$ cat src/inc/llsh_regs.svh
`ifndef LLSH_REGS_SVH
`define LLSH_REGS_SVH

// apb byte addresses
`define LLSH_ADDR_CTRL      12'h000
`define LLSH_ADDR_STATUS    12'h004
`define LLSH_ADDR_LOOP      12'h008
`define LLSH_ADDR_DB_LO     12'h100
`define LLSH_ADDR_DB_HI     12'h19c
`define LLSH_DB_IDX_LSB     2
`define LLSH_DB_IDX_W       6

// control register fields and reset value
`define LLSH_CTRL_FLPORT    0
`define LLSH_CTRL_LSTS_EN   1
`define LLSH_CTRL_RST       32'h0000_0003

// loop register fields
`define LLSH_LOOP_STATE_LSB 0
`define LLSH_LOOP_FR_LSB    8
`define LLSH_LOOP_RST       32'h0000_0001

// command codes and reply words
`define LLSH_CMD_LINIT      8'h70
`define LLSH_CMD_LSTS       8'h72
`define LLSH_ACC_CODE       8'h02
`define LLSH_FUNC_NORMAL    8'h00
`define LLSH_FUNC_LOGIN     8'h01
`define LLSH_LIST_OK        8'h01
`define LLSH_LIST_FAIL      8'h02

// loop state byte values
`define LLSH_LS_ONLINE      8'h01
`define LLSH_LS_FAILURE     8'h02
`define LLSH_LS_INITFAIL    8'h03
`define LLSH_LS_INITING     8'h04

// reply lengths in words, first loop database word of the reply
`define LLSH_LEN_LINIT      6'd2
`define LLSH_LEN_LSTS       6'd42
`define LLSH_LEN_RJT        6'd1
`define LLSH_DB_FIRST_WORD  6'd2
`define LLSH_DB_WORDS       40
`define LLSH_PMAP_FIRST     6'd8

// reject reason codes presented to the frame builder
`define LLSH_RSN_UNSUPP     2'h1
`define LLSH_RSN_BADFUNC    2'h2
`define LLSH_RSN_SHORT      2'h3

`endif

$ cat src/inc/llsh_pkg.sv
`include "llsh_regs.svh"
package llsh_pkg;

    typedef enum logic [2:0] {
        LLSH_S_IDLE  = 3'h0,
        LLSH_S_EXEC  = 3'h1,
        LLSH_S_LIP   = 3'h3,
        LLSH_S_WOPEN = 3'h2,
        LLSH_S_WMON  = 3'h6,
        LLSH_S_REPLY = 3'h7
    } llsh_state_t;

    typedef struct packed {
        logic        valid;
        logic [31:0] data;
        logic        last;
    } llsh_word_t;

    typedef struct packed {
        logic        valid;
        logic [31:0] data;
        logic        last;
        logic        reject;
        logic [1:0]  reason;
    } llsh_reply_t;

    typedef struct packed {
        logic        req;
        logic        login;
        logic [7:0]  byte3;
        logic [7:0]  byte4;
    } llsh_lip_t;

    typedef struct packed {
        logic [`LLSH_DB_WORDS-1:0][31:0] words;
    } llsh_db_t;

    typedef struct packed {
        llsh_state_t st;
        logic [1:0]  wcnt;
        logic [31:0] w0;
        logic [31:0] w1;
        logic [5:0]  idx;
        logic [5:0]  len;
        logic        rjt;
        logic [1:0]  reason;
        logic [7:0]  list_status;
        logic        is_linit;
        logic        req_ready;
        llsh_reply_t rsp;
        llsh_lip_t   lip;
        logic [31:0] ctrl;
        logic [31:0] loop;
        logic [7:0]  acc_cnt;
        logic [7:0]  rjt_cnt;
        logic [31:0] prdata;
        logic        pready;
        logic        pslverr;
    } llsh_top_t;

endpackage

$ cat src/logic/llsh_handler.sv
// Chosen here: the APB slave port and the address map.
`timescale 1ns/1ps
`default_nettype none
`include "llsh_regs.svh"
module llsh_handler
    import llsh_pkg::*;
(
    input  wire logic        pclk,
    input  wire logic        presetn,
    input  wire logic        psel,
    input  wire logic        penable,
    input  wire logic        pwrite,
    input  wire logic [11:0] paddr,
    input  wire logic [31:0] pwdata,
    output      logic [31:0] prdata,
    output      logic        pready,
    output      logic        pslverr,
    input  wire logic        req_valid,
    input  wire logic [31:0] req_data,
    input  wire logic        req_last,
    output      logic        req_ready,
    output      logic        rsp_valid,
    output      logic [31:0] rsp_data,
    output      logic        rsp_last,
    output      logic        rsp_reject,
    output      logic [1:0]  rsp_reason,
    input  wire logic        rsp_ready,
    output      logic        lip_req,
    output      logic        lip_login,
    output      logic [7:0]  lip_byte3,
    output      logic [7:0]  lip_byte4,
    input  wire logic        port_monitoring,
    input  wire logic        fan_busy,
    input  wire logic        init_fail
);

    llsh_top_t q;
    llsh_top_t d;

    logic                      apb_wr;
    logic                      apb_rd;
    logic                      db_hit;
    logic [`LLSH_DB_IDX_W-1:0] db_apb_idx;
    logic [31:0]               db_apb_data;
    logic [`LLSH_DB_IDX_W-1:0] db_rsp_idx;
    logic [31:0]               db_rsp_data;
    logic [5:0]                next_idx;

    function automatic logic [7:0] cur_loop_state(input llsh_top_t s);
        // while our own initialization runs the loop is reported initializing
        if (s.st == LLSH_S_LIP || s.st == LLSH_S_WOPEN || s.st == LLSH_S_WMON) begin
            return `LLSH_LS_INITING;
        end
        return s.loop[`LLSH_LOOP_STATE_LSB +: 8];
    endfunction

    // one reply word; db is the database word that belongs to this index
    function automatic logic [31:0] reply_word(input llsh_top_t s, input logic [5:0] i,
                                               input logic [31:0] db);
        logic [7:0] ls;
        logic [7:0] fr;
        ls = cur_loop_state(s);
        fr = (ls == `LLSH_LS_FAILURE) ? s.loop[`LLSH_LOOP_FR_LSB +: 8] : 8'h00;
        if (s.rjt) begin
            return 32'h0000_0000;
        end
        if (i == 6'd0) begin
            return {`LLSH_ACC_CODE, 24'h00_0000};
        end
        if (s.is_linit) begin
            return {24'h00_0000, s.list_status};
        end
        if (i == 6'd1) begin
            return {8'h00, fr, 8'h00, ls};
        end
        // bitmaps and position map are only sent while online, zeros mean no map
        if (ls != `LLSH_LS_ONLINE) begin
            return 32'h0000_0000;
        end
        return db;
    endfunction

    function automatic logic [5:0] db_index(input logic [5:0] i);
        return (i >= `LLSH_DB_FIRST_WORD) ? 6'(i - `LLSH_DB_FIRST_WORD) : 6'd0;
    endfunction

    assign apb_wr     = psel && penable && pwrite && !q.pready;
    assign apb_rd     = psel && penable && !pwrite && !q.pready;
    assign db_hit     = paddr >= `LLSH_ADDR_DB_LO && paddr <= `LLSH_ADDR_DB_HI;
    assign db_apb_idx = 6'((paddr - `LLSH_ADDR_DB_LO) >> `LLSH_DB_IDX_LSB);
    assign next_idx   = 6'(q.idx + 6'd1);
    assign db_rsp_idx = db_index((q.st == LLSH_S_REPLY) ? next_idx : 6'd0);

    llsh_loop_db u_db (
        .pclk      (pclk),
        .presetn   (presetn),
        .wr_en     (apb_wr && db_hit && paddr[1:0] == 2'b00),
        .wr_idx    (db_apb_idx),
        .wr_data   (pwdata),
        .rd_a_idx  (db_apb_idx),
        .rd_a_data (db_apb_data),
        .rd_b_idx  (db_rsp_idx),
        .rd_b_data (db_rsp_data)
    );

    always_comb begin
        d = q;
        d.lip.req = 1'b0;

        // apb slave: three-cycle access (one wait state), pready from a flop
        d.pready  = apb_wr || apb_rd;
        d.pslverr = 1'b0;
        if (apb_wr || apb_rd) begin
            d.prdata = 32'h0000_0000;
            if (paddr[1:0] != 2'b00) begin
                d.pslverr = 1'b1;
            end else if (paddr == `LLSH_ADDR_CTRL) begin
                d.prdata = q.ctrl;
                if (apb_wr) begin
                    d.ctrl = {30'h0, pwdata[`LLSH_CTRL_LSTS_EN], pwdata[`LLSH_CTRL_FLPORT]};
                end
            end else if (paddr == `LLSH_ADDR_STATUS) begin
                d.prdata = {8'h00, q.rjt_cnt, q.acc_cnt, 4'h0, q.req_ready, q.st};
            end else if (paddr == `LLSH_ADDR_LOOP) begin
                d.prdata = q.loop;
                if (apb_wr) begin
                    d.loop = {16'h0000, pwdata[15:0]};
                end
            end else if (db_hit) begin
                d.prdata = db_apb_data;
            end else begin
                d.pslverr = 1'b1;
            end
        end

        case (q.st)
            LLSH_S_IDLE: begin
                if (req_valid && q.req_ready) begin
                    // words past the second are drained and ignored
                    if (q.wcnt == 2'd0) begin
                        d.w0 = req_data;
                    end else if (q.wcnt == 2'd1) begin
                        d.w1 = req_data;
                    end
                    if (q.wcnt != 2'd3) begin
                        d.wcnt = 2'(q.wcnt + 2'd1);
                    end
                    if (req_last) begin
                        d.st = LLSH_S_EXEC;
                    end
                end
            end
            LLSH_S_EXEC: begin
                d.idx      = 6'd0;
                d.rjt      = 1'b0;
                d.is_linit = 1'b0;
                d.len      = `LLSH_LEN_RJT;
                d.st       = LLSH_S_REPLY;
                // only the command byte is decoded, reserved bytes are ignored
                if (q.w0[31:24] == `LLSH_CMD_LINIT) begin
                    d.is_linit = 1'b1;
                    if (!q.ctrl[`LLSH_CTRL_FLPORT]) begin
                        d.rjt    = 1'b1;
                        d.reason = `LLSH_RSN_UNSUPP;
                    end else if (q.wcnt < 2'd2) begin
                        d.rjt    = 1'b1;
                        d.reason = `LLSH_RSN_SHORT;
                    end else if (q.w1[23:16] != `LLSH_FUNC_NORMAL &&
                                 q.w1[23:16] != `LLSH_FUNC_LOGIN) begin
                        d.rjt    = 1'b1;
                        d.reason = `LLSH_RSN_BADFUNC;
                    end else begin
                        d.lip.login = (q.w1[23:16] == `LLSH_FUNC_LOGIN);
                        d.lip.byte3 = q.w1[15:8];
                        d.lip.byte4 = q.w1[7:0];
                        d.st        = LLSH_S_LIP;
                    end
                end else if (q.w0[31:24] == `LLSH_CMD_LSTS &&
                             q.ctrl[`LLSH_CTRL_LSTS_EN]) begin
                    d.len = `LLSH_LEN_LSTS;
                end else begin
                    d.rjt    = 1'b1;
                    d.reason = `LLSH_RSN_UNSUPP;
                end
            end
            LLSH_S_LIP: begin
                d.lip.req = 1'b1;
                d.st      = LLSH_S_WOPEN;
            end
            LLSH_S_WOPEN: begin
                // the port must first leave monitoring, otherwise a stale level would accept
                if (init_fail) begin
                    d.list_status = `LLSH_LIST_FAIL;
                    d.st          = LLSH_S_REPLY;
                end else if (!port_monitoring) begin
                    d.st = LLSH_S_WMON;
                end
            end
            LLSH_S_WMON: begin
                if (init_fail) begin
                    d.list_status = `LLSH_LIST_FAIL;
                    d.st          = LLSH_S_REPLY;
                end else if (port_monitoring && !fan_busy) begin
                    d.list_status = `LLSH_LIST_OK;
                    d.st          = LLSH_S_REPLY;
                end
            end
            LLSH_S_REPLY: begin
                if (!q.rsp.valid) begin
                    d.len       = q.is_linit && !q.rjt ? `LLSH_LEN_LINIT : q.len;
                    d.rsp.valid = 1'b1;
                    d.rsp.data  = reply_word(q, 6'd0, db_rsp_data);
                    d.rsp.last  = q.rjt || (q.len == 6'd1 && !q.is_linit);
                    d.rsp.reject = q.rjt;
                    d.rsp.reason = q.rjt ? q.reason : 2'h0;
                    if (q.is_linit && !q.rjt) begin
                        // hardware outcome of the initialization wins over a software write
                        d.loop[`LLSH_LOOP_STATE_LSB +: 8] =
                            (q.list_status == `LLSH_LIST_OK) ? `LLSH_LS_ONLINE
                                                             : `LLSH_LS_INITFAIL;
                    end
                end else if (rsp_ready) begin
                    if (q.rsp.last) begin
                        d.rsp.valid = 1'b0;
                        d.rsp.last  = 1'b0;
                        d.rsp.reject = 1'b0;
                        d.wcnt      = 2'd0;
                        d.st        = LLSH_S_IDLE;
                        if (q.rjt) begin
                            d.rjt_cnt = 8'(q.rjt_cnt + 8'd1);
                        end else begin
                            d.acc_cnt = 8'(q.acc_cnt + 8'd1);
                        end
                    end else begin
                        d.idx      = next_idx;
                        d.rsp.data = reply_word(q, next_idx, db_rsp_data);
                        d.rsp.last = (6'(next_idx + 6'd1) == q.len);
                    end
                end
            end
            default: begin
                d.st = LLSH_S_IDLE;
            end
        endcase

        d.req_ready = (d.st == LLSH_S_IDLE);
    end

    always_ff @(posedge pclk or negedge presetn) begin
        if (!presetn) begin
            q         <= '0;
            q.st      <= LLSH_S_IDLE;
            q.ctrl    <= `LLSH_CTRL_RST;
            q.loop    <= `LLSH_LOOP_RST;
            q.req_ready <= 1'b1;
        end else begin
            q <= d;
        end
    end

    assign prdata     = q.prdata;
    assign pready     = q.pready;
    assign pslverr    = q.pslverr;
    assign req_ready  = q.req_ready;
    assign rsp_valid  = q.rsp.valid;
    assign rsp_data   = q.rsp.data;
    assign rsp_last   = q.rsp.last;
    assign rsp_reject = q.rsp.reject;
    assign rsp_reason = q.rsp.reason;
    assign lip_req    = q.lip.req;
    assign lip_login  = q.lip.login;
    assign lip_byte3  = q.lip.byte3;
    assign lip_byte4  = q.lip.byte4;

endmodule
`default_nettype wire

$ cat src/logic/llsh_loop_db.sv
`timescale 1ns/1ps
`default_nettype none
`include "llsh_regs.svh"
// loop database: public and private device bitmaps, then the position map
module llsh_loop_db
    import llsh_pkg::*;
(
    input  wire logic                       pclk,
    input  wire logic                       presetn,
    input  wire logic                       wr_en,
    input  wire logic [`LLSH_DB_IDX_W-1:0]  wr_idx,
    input  wire logic [31:0]                wr_data,
    input  wire logic [`LLSH_DB_IDX_W-1:0]  rd_a_idx,
    output      logic [31:0]                rd_a_data,
    input  wire logic [`LLSH_DB_IDX_W-1:0]  rd_b_idx,
    output      logic [31:0]                rd_b_data
);

    llsh_db_t db_q;
    llsh_db_t db_d;

    always_comb begin
        db_d = db_q;
        if (wr_en && wr_idx < `LLSH_DB_IDX_W'(`LLSH_DB_WORDS)) begin
            db_d.words[wr_idx] = wr_data;
        end
    end

    always_ff @(posedge pclk or negedge presetn) begin
        if (!presetn) begin
            db_q <= '0;
        end else begin
            db_q <= db_d;
        end
    end

    // out of range reads return zero rather than wrapping
    assign rd_a_data = (rd_a_idx < `LLSH_DB_IDX_W'(`LLSH_DB_WORDS)) ? db_q.words[rd_a_idx] : '0;
    assign rd_b_data = (rd_b_idx < `LLSH_DB_IDX_W'(`LLSH_DB_WORDS)) ? db_q.words[rd_b_idx] : '0;

endmodule
`default_nettype wire

$ cat config.mk
export PLATFORM = sky130hd
export DESIGN_NAME = llsh_handler
export DESIGN_NICKNAME = d
export VERILOG_FILES = /design/src/inc/llsh_pkg.sv /design/src/logic/llsh_handler.sv /design/src/logic/llsh_loop_db.sv
export VERILOG_INCLUDE_DIRS = /design/src /design/src/inc
export SDC_FILE = /design/constraint.sdc
export NUM_CORES = 2
export LEC_CHECK = 0
export BUFFER_PORTS_ARGS = -buffer_cell sky130_fd_sc_hd__buf_4
export CORE_MARGIN = 4
export CORE_UTILIZATION = 30
export CTS_BUF_LIST = sky130_fd_sc_hd__clkbuf_8
export DETAILED_ROUTE_END_ITERATION = 8
export GPL_TIMING_DRIVEN = 0
export HOLD_SLACK_MARGIN = 0.06
export PLACE_DENSITY = 0.41
export SLEW_MARGIN = 5
export SYNTH_ARGS = -nofsm -noshare
export SYNTH_HDL_FRONTEND = slang
export SYNTH_HIERARCHICAL = 1
export SYNTH_SLANG_ARGS = --single-unit
$ cat constraint.sdc
create_clock -name pclk -period 11.1 [get_ports pclk]
set_input_delay 2.22 -clock pclk [delete_from_list [all_inputs] [get_ports pclk]]
set_output_delay 2.22 -clock pclk [all_outputs]
set_load 0.01 [all_outputs]
# ---- Word level (Yosys, flattened, before mapping)
# Index checks and enable logic that the tools add are counted.
dict set report totals {
  register_bits 1497
  input_bits 87
}
dict set report op_classes {
  mux 169
  n_addsub 7
  reduce_logical 52
  order_cmp 9
  n_bitwise 8
  n_eq_ne 35
}
# op count
set ops {}
lappend ops {{$bwmux 1280} 1}
lappend ops {{$mux 32} 33}
lappend ops {{$bmux 32 s6} 2}
lappend ops {{$demux 32 s6} 1}
lappend ops {{$mux 8} 23}
lappend ops {{$mux 35} 2}
lappend ops {{$mux 69} 1}
lappend ops {{$mux 1} 68}
lappend ops {{$mux 6} 9}
lappend ops {{$mux 16} 3}
lappend ops {{$mux 3} 14}
lappend ops {{$mux 26} 1}
lappend ops {{$ne 2x2->1 const B} 13}
lappend ops {{$mux 24} 1}
lappend ops {{$ne 8x1->1 const B} 3}
lappend ops {{$pmux 12 s2} 1}
lappend ops {{$pmux 3 s6} 1}
lappend ops {{$reduce_and 3->1} 6}
lappend ops {{$add 8x1->8 const B} 2}
lappend ops {{$eq 8x1->1 const B} 2}
lappend ops {{$eq 8x7->1 const B} 2}
lappend ops {{$logic_and 1x1->1} 16}
lappend ops {{$pmux 8 s2} 1}
lappend ops {{$mux 5} 3}
lappend ops {{38 further kinds} 71}

# ---- Logic depth before layout (Yosys ltp)
dict set report logic_depth {
  word_depth 39
  depth_mapped 18
  mapped_depth_nobuf 14
}

# ---- Hierarchy
# The synthesis kept the hierarchy.
# module cells_each area_per_inst_um2 n_inst
set by_module_without_submodules {}
lappend by_module_without_submodules {llsh_loop_db 4692 68608.3 1}
lappend by_module_without_submodules {llsh_handler 837 9026.2 1}

# ---- Worst setup path after synthesis
# No wires, ideal clock.
dict set report synth_path {
  kind {input port to flip-flop}
  start {input psel}
  end {register u_db/db_q[1035] (netlist bit)}
  setup_slack_ps 6630
  t_arrival_ps 4343
  path_stages 9
  path_buffers 1
  cell_sequence {nand3b_1 inv_1 nand2_1 nor4_1 nand2b_1 nor3b_1 nand2_1 buf_1 mux2_1}
}
dict set report synth_via {
  elab_chain_len 6
}
# element line_no
set synth_rtl {}
lappend synth_rtl {{start: declaration} llsh_handler.sv:10} ;# input wire logic psel,
lappend synth_rtl {{$logic_and 1x1->1 (3 in a row)} llsh_handler.sv:87} ;# assign apb_wr = psel && penable && pwrite && !q.pready;
lappend synth_rtl {{$logic_and 1x1->1 (2 in a row)} llsh_handler.sv:97} ;# .wr_en (apb_wr && db_hit && paddr[1:0] == 2'b00),
lappend synth_rtl {{$logic_and 1x1->1} llsh_loop_db.sv:24} ;# if (wr_en && wr_idx < `LLSH_DB_IDX_W'(`LLSH_DB_WORDS)) begin
lappend synth_rtl {{end signal: assignment} llsh_loop_db.sv:31} ;# db_q <= '0;
lappend synth_rtl {{end signal: assignment} llsh_loop_db.sv:33} ;# db_q <= db_d;
lappend synth_rtl {{end: declaration} llsh_loop_db.sv:19} ;# llsh_db_t db_q;
# Every way passes these cells.
# A chain may end at the register's enable or synchronous reset.

# ---- Worst setup path in the final report
dict set report layout_path {
  start {register q[188] (netlist bit)}
  end {register q, in the netlist rsp_data[20]}
}
# element line_no
set layout_lines {}
lappend layout_lines {{start: declaration} llsh_handler.sv:37} ;# llsh_top_t q;
lappend layout_lines {{$add 6x1->6 (*)} llsh_handler.sv:91} ;# assign next_idx = 6'(q.idx + 6'd1);
lappend layout_lines {{$mux 6 (*)} llsh_handler.sv:92} ;# assign db_rsp_idx = db_index((q.st == LLSH_S_REPLY) ? next_idx : 6'd0);
lappend layout_lines {{$sub 6x2->6 (no source line) or $ge 6x2->1 (tied branches)} n/a}
lappend layout_lines {{$mux 6 (*)} llsh_handler.sv:84} ;# return (i >= `LLSH_DB_FIRST_WORD) ? 6'(i - `LLSH_DB_FIRST_WORD) : 6'd0;
lappend layout_lines {{net db_rsp_idx[2]} llsh_handler.sv:45} ;# logic [`LLSH_DB_IDX_W-1:0] db_rsp_idx;
lappend layout_lines {{$bmux 32 s6} llsh_loop_db.sv:39} ;# assign rd_b_data = (rd_b_idx < `LLSH_DB_IDX_W'(`LLSH_DB_WORDS)) ? db_q.words[rd_b_idx] : '0;
lappend layout_lines {{$mux 32 (not written as such)} llsh_loop_db.sv:39}
lappend layout_lines {{$mux 32 (*)} llsh_loop_db.sv:39}
lappend layout_lines {{net db_rsp_data[20]} llsh_handler.sv:46} ;# logic [31:0] db_rsp_data;
lappend layout_lines {{$mux 32} llsh_handler.sv:80} ;# return db;
lappend layout_lines {{$mux 32} llsh_handler.sv:77} ;# if (ls != `LLSH_LS_ONLINE) begin
lappend layout_lines {{$mux 32} llsh_handler.sv:73} ;# if (i == 6'd1) begin
lappend layout_lines {{$mux 32} llsh_handler.sv:70} ;# if (s.is_linit) begin
lappend layout_lines {{$mux 32} llsh_handler.sv:67} ;# if (i == 6'd0) begin
lappend layout_lines {{$mux 32} llsh_handler.sv:223} ;# if (q.rsp.last) begin
lappend layout_lines {{$mux 35} llsh_handler.sv:222} ;# end else if (rsp_ready) begin
lappend layout_lines {{$mux 35 (*)} llsh_handler.sv:209} ;# if (!q.rsp.valid) begin
# Mark *: on every way through the listed nets, which the timed path passes. The rest lies on a longest branch. The select of a mux whose other input is x is not followed.

==> results.json <==
{
  "grt_overflow": 0,
  "vias_per_cell": 5.86,
  "synth-edff-count": 0,
  "synth_nets": 5626,
  "grt_setup_unrepaired": "false",
  "hp-class": "reg2reg",
  "seq_area_um2": 36400,
  "end_kind": "flip-flop",
  "synth.most_common_cell": "dfrtp_1",
  "critPathKind": "reg2reg",
  "r2r_setup_slack_ps": 3710,
  "path_buf_inv": 5,
  "p_sw_share_pct": 35.7,
  "clock_latency_ps": 1090,
  "worstHoldEndpoint": "q[49]",
  "cp.required_ps": 12070,
  "ctsResizeCount": 0,
  "cts_tree": "done",
  "clk_pin_slew_ps": 60,
  "maxCapViolCount": 4,
  "violations": "capacitance limit, slew limit",
  "io_buffers": 160,
  "synthTopCellsByCount": "dfrtp_1, mux2_2, mux4_2",
  "ant_nets": 0,
  "min_from": "q[49]",
  "drive_gt1_share_pct": 45.1,
  "cts.path.max_buffers": 4,
  "r2r-start": "q[188]",
  "hold_buffers": 0,
  "detailroute.via_count": 56300,
  "ys_ff_latch": 1456,
  "setup_slack_ps": 3710,
  "multi_input_area_um2": 37900,
  "synth.distinct_cells": 81,
  "ctsHtreeMaxLevel": 5,
  "final_nets": 6120,
  "syn_area_um2": 77600,
  "drcViolationCount": 0,
  "yosysWarningCount": 6,
  "cts_sinks": 1456,
  "fp.dieH_um": 517,
  "p_leak_uw": 0.0413,
  "cts_made_buffers": 306,
  "start_kind": "flip-flop",
  "dp_hpwl_mm": 283,
  "cpMaxStageDelayCell": "nor2_1",
  "holdPathStages": 1,
  "cp_top_family": "buffers and inverters",
  "io_pins": 177,
  "worstPathArrival_ps": 8360,
  "dr.pass1.iters": 5,
  "peakVddDrop_mv": 0.141,
  "period_share_pct": 66.6,
  "core_area_um2": 257000,
  "skew_ps": 84.4,
  "hold_violations": 0,
  "grt_pass1_vias": 57000,
  "switchingPower_uw": 5140,
  "fin_setup_tns_ps": 0,
  "slowest_delay_ps": 920,
  "combPwrFrac_pct": 22.8,
  "maxSlewHeadroom_pct": -2.33,
  "yosys.area.top_type": "dfrtp_1",
  "pwr-share-clk_pct": 39.5,
  "routedWlPerCell_um": 40.3,
  "power_report.internal_total_uw": 9270,
  "crit_chain": "clkbuf_1 -> inv_1 -> ha_1 -> nand2_1 -> ha_1 -> nor2_1 -> buf_4 -> buf_2 -> nand3b_2 -> buf_2 -> o22ai_1 -> a211oi_1 -> a211o_1 -> o21ai_0 -> nand3_1 -> mux2i_1 -> a22o_1",
  "reg2reg_to": "rsp_data[20]",
  "synth.avg_cell_area_um2": 14.0,
  "gr-usage-all-layers_pct": 28.5,
  "cp_max_fo": 10,
  "clockRootBuffer": "clkbuf_8",
  "fmax_mhz": 135,
  "outcome": "finished with violations",
  "drt_wl_total_mm": 388,
  "grt_max_degree": 157,
  "die_w_um": 517,
  "gp_routability_congestion": 1.01,
  "post-route-util_pct": 34.8,
  "n_fill_cell": 25200,
  "p_seq_share_pct": 37.7,
  "power_density_nw_per_um2": 161,
  "rows": 186,
  "yosysSeqAreaShare_pct": 46.9,
  "synth_top_area_share_pct": 46.8,
  "place_ws_ps": 4060,
  "ys.flop_type": "dfrtp_1",
  "dr.first_iter.drc_count": 6143,
  "finalSetupViolations": 0,
  "syn_to_final_growth_pct": 15.3,
  "finalMaxSlewViolations": 34,
  "syn-instance-count": 5529,
  "grt_pass1_wl_mm": 514,
  "worst_pin_slew_ps": 1530,
  "dieArea_um2": 267000,
  "rr_worst_depth": 17,
  "start_util_pct": 30.2,
  "postCtsSetupRepairBufs": 0,
  "fin_crit_ps": 7390,
  "finalNonFillerCells": 9615,
  "synth_area_leaders": "dfrtp_1, mux2_2, mux4_2",
  "antenna_found_initial": 36,
  "dp_cells": 9097,
  "async_flop_share_pct": 100
}
flip-flops by register name, indices dropped and copies added, names as in the netlist, 2 cells and up:
| name | count |
|---|---|
| prdata | 32 |
| rsp_reason | 2 |
| lip_byte4 | 8 |
| lip_byte3 | 8 |
| rsp_data | 32 |
| q | 86 |
| u_db/db_q | 1280 |
layout make-up:
type                            count  area share [%]
Antenna cell                       12          0.0335
Buffer                            626            3.72
Clock buffer                      378            5.81
Clock inverter                    126           0.711
Inverter                           16          0.0671
Multi-Input combinational cell   3431            42.3
Sequential cell                  1456            40.7
Tap cell                         3384            4.73
Timing Repair Buffer              186            1.92
worst max path at each step:
stage,slack [ps],cells after the start,to,from
detailed placement,4060,17,rsp_data[18],q[188]
global route,3570,17,rsp_data[20],q[188]
CTS,4040,17,rsp_data[18],q[188]
finish,3710,17,rsp_data[20],q[188]
floorplan,6630,9,u_db/db_q[1035],psel
global placement,-12090,1,u_db/db_q[1144],presetn
placed cells by master (no fill, tap or decap), types with 19 or more instances in the layout:
cell / n
a211o_1: 19
a211oi_1: 67
a21oi_1: 48
a221oi_1: 20
a22o_1: 78
a22oi_1: 124
buf_1: 68
buf_2: 173
buf_4: 290
buf_6: 30
clkbuf_1: 205
clkbuf_2: 23
clkbuf_8: 379
dfrtp_1: 1452
inv_1: 114
mux2_2: 1365
mux2i_1: 453
mux4_2: 457
nand2_1: 127
nand3_1: 99
nor2_1: 96
nor2b_1: 29
nor3_1: 22
o21ai_0: 56
o21ai_1: 26
o221ai_1: 46
o22ai_1: 38
through the flow:
step	power [uW]	area (um2)	hold slack, ps
3_3_place_gp	8680	83100	468
2_1_floorplan	6860	77600	442
5_1_grt	14800	89500	503
4_1_cts	14500	89500	478
6_report	14400	89500	473
3_5_place_dp	8710	83600	470
layer usage:
| layer | global-route usage [%] | share of wire [%] | vias up |
|---|---|---|---|
| li1 | - | - | 22200 |
| met4 | 14.9 | 6.0 | 6 |
| met5 | 0 | 0.011 | - |
| met1 | 38.0 | 42 | 30800 |
| met3 | 6.63 | 7.5 | 748 |
| met2 | 43.2 | 44 | 2639 |
power groups by stage:
stage / registers, uW / clock network, uW / logic [uW]
5_1_grt: 5430 / 6080 / 3270
2_1_floorplan: 5510 / 0 / 1350
6_report: 5430 / 5700 / 3280
4_1_cts: 5430 / 5850 / 3190
3_5_place_dp: 5520 / 0 / 3190
3_3_place_gp: 5530 / 0 / 3150
kinds of logic after synthesis:
| logic type | Yosys count | share of synthesized area [%] |
|---|---|---|
| and+or+nand+nor | 487 | 3.17 |
| xor gates and xnor gates | 23 | 0.259 |
| buffers and inverters | 642 | 4.32 |
| AOI/OAI and AO/OA | 619 | 5.95 |
| muxes | 2292 | 39.2 |
| DFF | 1456 | 46.9 |
| adders and majority gates | 10 | 0.161 |
No activity file was read; power rests on OpenSTA's default activity.
